<file path="config.mk">
export PLATFORM = sky130hd
export DESIGN_NAME = bit_ops_branch_exec
export DESIGN_NICKNAME = d
export VERILOG_FILES = /design/src/hdl/bit_ops_branch_exec.v /design/src/hdl/file_rmw_unit.v
export VERILOG_INCLUDE_DIRS = /design/src /design/src/hdl
export SDC_FILE = /design/constraint.sdc
export NUM_CORES = 1
export LEC_CHECK = 0
export ABC_AREA = 1
export BUFFER_PORTS_ARGS = -buffer_cell sky130_fd_sc_hd__buf_4
export CAP_MARGIN = 30
export CORE_UTILIZATION = 59
export DETAILED_ROUTE_END_ITERATION = 8
export HOLD_SLACK_MARGIN = 0.03
export PLACE_DENSITY = 0.84
export RECOVER_POWER = 25
export SYNTH_ARGS = -nofsm -noshare
export SYNTH_HDL_FRONTEND = slang
export SYNTH_SLANG_ARGS = --single-unit
export TNS_END_PERCENT = 10
</file>
<file path="constraint.sdc">
create_clock -name clk -period 6 [get_ports clk]
set_input_delay 0.3 -clock clk [delete_from_list [all_inputs] [get_ports clk]]
set_output_delay 0.3 -clock clk [all_outputs]
set_load 0.01 [all_outputs]
</file>
<file path="src/hdl/bit_ops_defines.vh">
// timing, field and encoding constants of the bit-op and branch executor
`ifndef BIT_OPS_DEFINES_VH
`define BIT_OPS_DEFINES_VH
`define OPC_GRP_LSB      12
`define OPC_GRP_BITS     2'h1
`define OPC_BITOP_LSB    10
`define OPC_BIT_LSB      7
`define OPC_F_LSB        0
`define BITOP_CLR        2'h0
`define BITOP_SET        2'h1
`define BITOP_TSC        2'h2
`define BITOP_TSS        2'h3
`define OPC_BRA_TOP      5'h19
`define OPC_BRW          14'h000b
`define INDF0_ADDR       7'h00
`define INDF1_ADDR       7'h01
`define PC_RST           15'h0000
`define SKIP_CYCLES      2'h1
`define IND_CYCLES       2'h1
`endif

</file>
<file path="src/hdl/bit_ops_branch_exec.v">
// execution unit for bit-oriented file ops and relative branches
`timescale 1ns/1ps
`default_nettype none
`include "bit_ops_defines.vh"
//////////////////////////////////////////////////////////////////////////////
// How it works
// - PC change or true test costs two cycles, second one a no-op.
// - indirect access with pointer MSb set adds one more cycle.
// - bit clear writes zero to chosen bit, flags untouched.
// - bit set writes one to chosen bit, others and flags kept, one cycle.
// - skip-if-clear discards next instruction when tested bit is zero.
// - skip-if-set discards next instruction when tested bit is one.
// - relative branch loads PC+1 plus signed 9-bit literal, two cycles.
// - register branch adds unsigned W to PC+1, two cycles.
module bit_ops_branch_exec
#(
  parameter PC_W   = 15,
  parameter BANK_W = 6
)
(
  input  wire              clk,
  input  wire              sys_rst,
  input  wire              instr_valid,
  input  wire [13:0]       instr,
  input  wire [BANK_W-1:0] bank_sel,
  input  wire [7:0]        wreg,
  input  wire [15:0]       ptr0,
  input  wire [15:0]       ptr1,
  input  wire [7:0]        file_rd_data,
  output reg               busy_ff,
  output reg  [PC_W-1:0]   pc_ff,
  output reg  [BANK_W+6:0] data_addr_ff,
  output reg               file_wr_en_ff,
  output reg  [7:0]        file_wr_data_ff,
  output reg               ind_addr_ff,
  output reg  [15:0]       ind_ptr_ff,
  output reg               flush_ff,
  output reg               nop_cycle_ff
);
  //////////////////////////////////////////////////////////////////////////////
  // decode
  localparam S_IDLE = 3'b001;
  localparam S_IND  = 3'b010;
  localparam S_NOP  = 3'b100;

  reg  [2:0]        state_ff;
  reg  [2:0]        nxt_state;
  reg  [13:0]       hold_ff;

  wire [13:0]       cur;
  wire              is_bitop;
  wire [1:0]        bop;
  wire [2:0]        bsel;
  wire [6:0]        fop;
  wire              is_bra;
  wire              is_brw;
  wire              hits_ind;
  wire [15:0]       ptr_sel;
  wire              need_ind;
  wire [BANK_W+6:0] full_addr;
  wire              take;
  wire              wr_op;

  // the stalled instruction is replayed from hold_ff in the extra cycle
  assign cur       = (state_ff == S_IND) ? hold_ff : instr;
  assign is_bitop  = (cur[13:12] == `OPC_GRP_BITS);
  assign bop       = cur[11:10];
  assign bsel      = cur[9:7];
  assign fop       = cur[6:0];
  assign is_bra    = (cur[13:9] == `OPC_BRA_TOP);
  assign is_brw    = (cur == `OPC_BRW);
  assign hits_ind  = is_bitop && ((fop == `INDF0_ADDR) || (fop == `INDF1_ADDR));
  assign ptr_sel   = fop[0] ? ptr1 : ptr0;
  assign need_ind  = hits_ind && ptr_sel[15];
  // bank joined with operand; indirect path is resolved by the pointer user
  assign full_addr = {bank_sel, fop};
  assign take      = (state_ff == S_IDLE) && instr_valid;
  assign wr_op     = is_bitop && ((bop == `BITOP_CLR) || (bop == `BITOP_SET));

  //////////////////////////////////////////////////////////////////////////////
  // bit manipulation

  wire [7:0]        rmw_data;
  wire              tbit;

  file_rmw_unit u_rmw
  (
    .rd_data (file_rd_data),
    .bit_sel (bsel),
    .set_val (bop == `BITOP_SET),
    .wr_data (rmw_data),
    .bit_val (tbit)
  );

  //////////////////////////////////////////////////////////////////////////////
  // branch targets and skip conditions

  wire [PC_W-1:0]   pc_inc;
  wire [PC_W-1:0]   k_ext;
  wire [PC_W-1:0]   w_ext;
  wire              skip_c;
  wire              skip_s;
  wire              skip;

  assign pc_inc = pc_ff + {{(PC_W-1){1'b0}}, 1'b1};
  // literal is sign-extended, working register zero-extended
  assign k_ext  = {{(PC_W-9){cur[8]}}, cur[8:0]};
  assign w_ext  = {{(PC_W-8){1'b0}}, wreg};
  assign skip_c = (bop == `BITOP_TSC) && !tbit;
  assign skip_s = (bop == `BITOP_TSS) && tbit;
  assign skip   = is_bitop && (skip_c || skip_s);

  //////////////////////////////////////////////////////////////////////////////
  // sequencing
  // idle executes at once; an indirect access through a high pointer waits
  // one cycle in S_IND; a skip or a branch spends the next cycle in S_NOP

  reg               go;
  reg  [PC_W-1:0]   nxt_pc;

  always @*
  begin
    nxt_state = state_ff;
    nxt_pc    = pc_ff;
    go        = 1'b0;
    case (state_ff)
      S_IDLE:
      begin
        if (instr_valid && need_ind)
          nxt_state = S_IND;
        else if (instr_valid)
          go = 1'b1;
      end
      S_IND:
        go = 1'b1;
      S_NOP:
        nxt_state = S_IDLE;
      default:
        nxt_state = S_IDLE;
    endcase
    if (go)
    begin
      nxt_pc = pc_inc;
      if (is_bra)
        nxt_pc = pc_inc + k_ext;
      else if (is_brw)
        nxt_pc = pc_inc + w_ext;
      if (is_bra || is_brw || skip)
        nxt_state = S_NOP;
      else
        nxt_state = S_IDLE;
    end
  end

  //////////////////////////////////////////////////////////////////////////////
  // state and program counter

  always @(posedge clk)
  begin
    if (sys_rst)
    begin
      state_ff <= S_IDLE;
      pc_ff    <= `PC_RST;
      hold_ff  <= 14'h0000;
    end
    else
    begin
      state_ff <= nxt_state;
      pc_ff    <= nxt_pc;
      if (take)
        hold_ff <= instr;
    end
  end

  //////////////////////////////////////////////////////////////////////////////
  // pipeline control pulses

  always @(posedge clk)
  begin
    if (sys_rst)
    begin
      busy_ff      <= 1'b0;
      flush_ff     <= 1'b0;
      nop_cycle_ff <= 1'b0;
    end
    else
    begin
      // busy tells the fetch side to hold the next instruction back
      busy_ff      <= (nxt_state != S_IDLE);
      flush_ff     <= go && (nxt_state == S_NOP);
      nop_cycle_ff <= (state_ff == S_NOP);
    end
  end

  //////////////////////////////////////////////////////////////////////////////
  // data address of the last bit op

  always @(posedge clk)
  begin
    if (sys_rst)
    begin
      data_addr_ff <= {(BANK_W+7){1'b0}};
      ind_addr_ff  <= 1'b0;
      ind_ptr_ff   <= 16'h0000;
    end
    else if (go && is_bitop)
    begin
      data_addr_ff <= full_addr;
      ind_addr_ff  <= hits_ind;
      ind_ptr_ff   <= ptr_sel;
    end
  end

  //////////////////////////////////////////////////////////////////////////////
  // file write-back

  always @(posedge clk)
  begin
    if (sys_rst)
    begin
      file_wr_en_ff   <= 1'b0;
      file_wr_data_ff <= 8'h00;
    end
    else
    begin
      // status flags are never touched here
      file_wr_en_ff <= go && wr_op;
      if (go && wr_op)
        file_wr_data_ff <= rmw_data;
    end
  end

endmodule // bit_ops_branch_exec
`default_nettype wire

</file>
<file path="src/hdl/file_rmw_unit.v">
// read-modify-write of one bit of a file register byte, with test result
`timescale 1ns/1ps
`default_nettype none
module file_rmw_unit
(
  input  wire [7:0] rd_data,
  input  wire [2:0] bit_sel,
  input  wire       set_val,
  output wire [7:0] wr_data,
  output wire       bit_val
);
  wire [7:0] mask;
  assign mask    = 8'h01 << bit_sel;
  // other bits pass through untouched
  assign wr_data = set_val ? (rd_data | mask) : (rd_data & ~mask);
  assign bit_val = |(rd_data & mask);
endmodule // file_rmw_unit
`default_nettype wire

</file>
==> results.yml <==
finish:
  drive_above_1_share: 0.176
  fill_cells: 714
  fin_nets: 1010
  antennaDiodeCount: 0
  area_growth_syn_to_layout_pct: 20.3
  finalInstanceArea_um2: 6280
grt:
  grt_max_degree: 40
  gr-total-overflow: 0
  grt_first_pass_wirelength_um: 24100
  antenna_found_initial: 0
  groute.usage.overall: 0.335
  grt_pass1_vias: 5276
sta:
  rsz0062_at_grt: "false"
  hold_viol_final: 0
  min_period_over_period: 0.584
  fin_crit_ps: 3500
  tns_ps: 0
  fmax_ghz: 0.286
  tightest_slew_ps: 794
  relSlewSlack: 0.469
  finalMaxSlewViolations: 0
  setup_viol: 0
  skew_ps: 4.93
detailed_routing:
  met2_length_um: 7140
  drcViolationCount: 0
  drt_pass1_iterations: 5
  wl_per_cell_um: 14.6
  drtAntennaViolNets: 0
  vias_per_cell: 5.60
  wl_met1_um: 6240
  vias: 5738
  drt_wl_total_um: 15000
  top_layer_used: "met4"
  wl_met3_um: 1250
  drt_iter0_drc: 379
synth:
  synthXorXnorAreaFrac: 0.0419
  synth-adder-area-share: 0.0628
  synth_ff_type: "dfxtp_1"
  syn-num-nets: 896
  synth_seq_cells: 74
  ys_warn_count: 0
  yosysSeqAreaShare: 0.284
  synth_area_um2: 5220
  synth.distinct_cells: 46
  async_flop_share: 0
  syn_inst: 800
  synth_edf_count: 0
  synth-compound-area-share: 0.170
  synth.avg_cell_area_um2: 6.53
  synth_simple_gate_area_frac: 0.350
  muxShareOfSynthArea: 0
  synth_top_family_by_area: "simple AND/OR/NAND/NOR gates"
floorplan:
  fp.dieH_um: 96.1
  start_util: 0.623
  rows: 33
  die_w_um: 96.1
  core_area_um2: 8380
  num_io_pins: 128
  die_area_um2: 9230
worst_hold_path:
  min_to: "data_addr_ff[7]"
  hold_path_class: "input pin to register"
  min_from: "bank_sel[0]"
  holdPathStages: 3
worst_setup_path:
  crit_type: "register to register"
  startpoint_type: "register"
  timing.rr.start: "state_ff[0]"
  cp_max_fo: 32
  reg2regPathDepth: 14
  r2r-end: "ind_ptr_ff[13]"
  cp.arrival_ps: 3760
  r2r_slack_ps: 2500
  critical_path_required_ps: 6260
  cp-end-kind: "register"
clock_network:
  hold_buffers: 0
  htreeDepth: 3
  post_cts_buffers: 0
  clock_latency_ps: 360
  cts_num_sinks: 74
  cts_buffers: 9
  tritoncts: "built"
  clock_path_buffers: 2
  cts_resized: 0
  root_buffer: "clkbuf_8"
  path_clk_slew_ps: 80
place:
  placed_area_um2: 6170
  place.gp.congestion: 0.979
  io_buffers: 127
  hpwl_um: 11100
job:
  drv_cap: 0
power_and_ir_drop:
  seqPwrFrac: 0.398
  leakage_nw: 3.08
  swShare: 0.330
  ir_drop_v: 0.000118
  switching_power_mw: 0.449
  internal_power_mw: 0.910
  clkPwrFrac: 0.344
  p_comb_frac: 0.258
  power_density_nw_per_um2: 216
outcome:
  outcome: "finished, final reports clean"
power groups by stage:
stage | Combinational [mW] | Sequential [mW] | Clock [mW]
floorplan | 0.222 | 0.555 | 0
global placement | 0.340 | 0.550 | 0
detailed placement | 0.349 | 0.550 | 0
CTS | 0.352 | 0.540 | 0.471
global route | 0.389 | 0.543 | 0.492
finish | 0.350 | 0.540 | 0.468
per-layer routing:
metal  GRT usage  up-vias
met5           0        -
met4       0.129        0
met3      0.0679       35
met2       0.564      265
met1       0.418     2597
li1            -     2841
layout make-up:
class | instances | area (µm²) | area share
flip-flops and latches | 74 | 1480 | 0.236
inverters | 88 | 330 | 0.0526
clock buffers | 10 | 138 | 0.0219
well taps | 105 | 131 | 0.0209
multi-input cells | 613 | 3260 | 0.519
repair buffers | 128 | 845 | 0.134
clock inverters | 6 | 95.1 | 0.0151
cells in the final DEF, fill, tap and decap left out, types with 2 or more instances in the layout:
cell / n
o21ai_0: 62
nor4_1: 2
clkbuf_1: 31
xnor2_1: 12
inv_6: 3
nand2_2: 12
o21bai_1: 3
nor2_1: 103
inv_2: 9
o211ai_1: 2
nand2_1: 186
nor2_4: 5
nand3_1: 56
o31ai_1: 10
buf_4: 97
inv_1: 75
o221ai_1: 4
clkbuf_8: 10
a21o_1: 2
xor2_1: 13
nor3_1: 2
bufinv_16: 2
nor2_2: 4
nand2_4: 6
dfxtp_1: 74
nand3b_1: 2
o22ai_1: 2
ha_1: 23
fa_1: 2
nand3_2: 7
a31oi_1: 2
o21ai_1: 5
nand4_1: 11
a21oi_1: 66
clkinv_1: 4
worst max path at each step:
stage | end | start | slack, ps
3_3_place_gp | ind_ptr_ff[10] | state_ff[0] | 2650
2_1_floorplan | pc_ff[12] | pc_ff[0] | 3260
6_report | ind_ptr_ff[13] | state_ff[0] | 2500
5_1_grt | ind_ptr_ff[3] | state_ff[0] | 2150
3_5_place_dp | ind_ptr_ff[12] | state_ff[0] | 2560
4_1_cts | data_addr_ff[10] | state_ff[0] | 2520
Yosys cell counts (2+ instances only):
library cell / instances / area (µm²)
xnor2_1: 12 / 105
nand3_2: 7 / 70.1
nor2_2: 4 / 25.0
nand3_1: 56 / 280
clkbuf_1: 9 / 33.8
nor2_4: 5 / 56.3
nand4_1: 11 / 68.8
inv_1: 74 / 278
o221ai_1: 4 / 35.0
a21o_1: 2 / 15.0
o21ai_0: 62 / 310
o31ai_1: 10 / 75.1
o21ai_1: 5 / 25.0
a31oi_1: 2 / 12.5
o22ai_1: 2 / 12.5
nand3b_1: 2 / 15.0
o21bai_1: 3 / 22.5
fa_1: 2 / 40.0
o211ai_1: 2 / 15.0
inv_2: 10 / 37.5
nand2_4: 6 / 67.6
nor3_1: 2 / 10.0
dfxtp_1: 74 / 1480
nor4_1: 2 / 12.5
nand2_1: 186 / 698
clkinv_1: 4 / 15.0
nor2_1: 103 / 387
buf_2: 7 / 35.0
ha_1: 23 / 288
buf_6: 4 / 45.0
a21oi_1: 66 / 330
xor2_1: 13 / 114
nand2_2: 12 / 75.1
buf_1: 2 / 7.51
sequential cells by signal, indices dropped and copies added, names as in the netlist:
name	flops
nop_cycle_ff	1
ind_addr_ff	1
data_addr_ff	13
busy_ff	1
state_ff	3
ind_ptr_ff	16
hold_ff	14
flush_ff	1
file_wr_data_ff	8
pc_ff	15
file_wr_en_ff	1
cell families (layout without fill, tap and decap cells):
group                      after synthesis  after routing
adders and majority gates               25             25
AOI/OAI and AO/OA                      161            161
DFF                                     74             74
and+or+nand+nor                        402            402
buffers and inverters                  113            232
xor gates and xnor gates                25             25
critical path, stage by stage (launching register included):
cell     delay [ps]
dfxtp_1         340
inv_2           210
nand3_2         460
nand2_1         210
nand2_2         250
inv_2           340
o21ai_2         110
inv_2            70
nor2_2           40
nand2_2          80
nand2_4         150
nor2_4          500
inv_2           360
nor2_1          190
nor2_1           70
metrics by stage:
stage / hold WS, ps / setup slack [ps] / util / instances / total power, mW
6_report: 160 / 2500 / 0.750 / 1024 / 1.36
5_1_grt: 168 / 2150 / 0.750 / 1024 / 1.42
3_5_place_dp: 449 / 2560 / 0.736 / 1008 / 0.900
3_3_place_gp: 439 / 2650 / 0.736 / 1008 / 0.890
4_1_cts: 152 / 2520 / 0.764 / 1024 / 1.36
2_1_floorplan: 415 / 3260 / - / 800 / 0.777
Note: power is estimated with default switching activity, not from simulation.
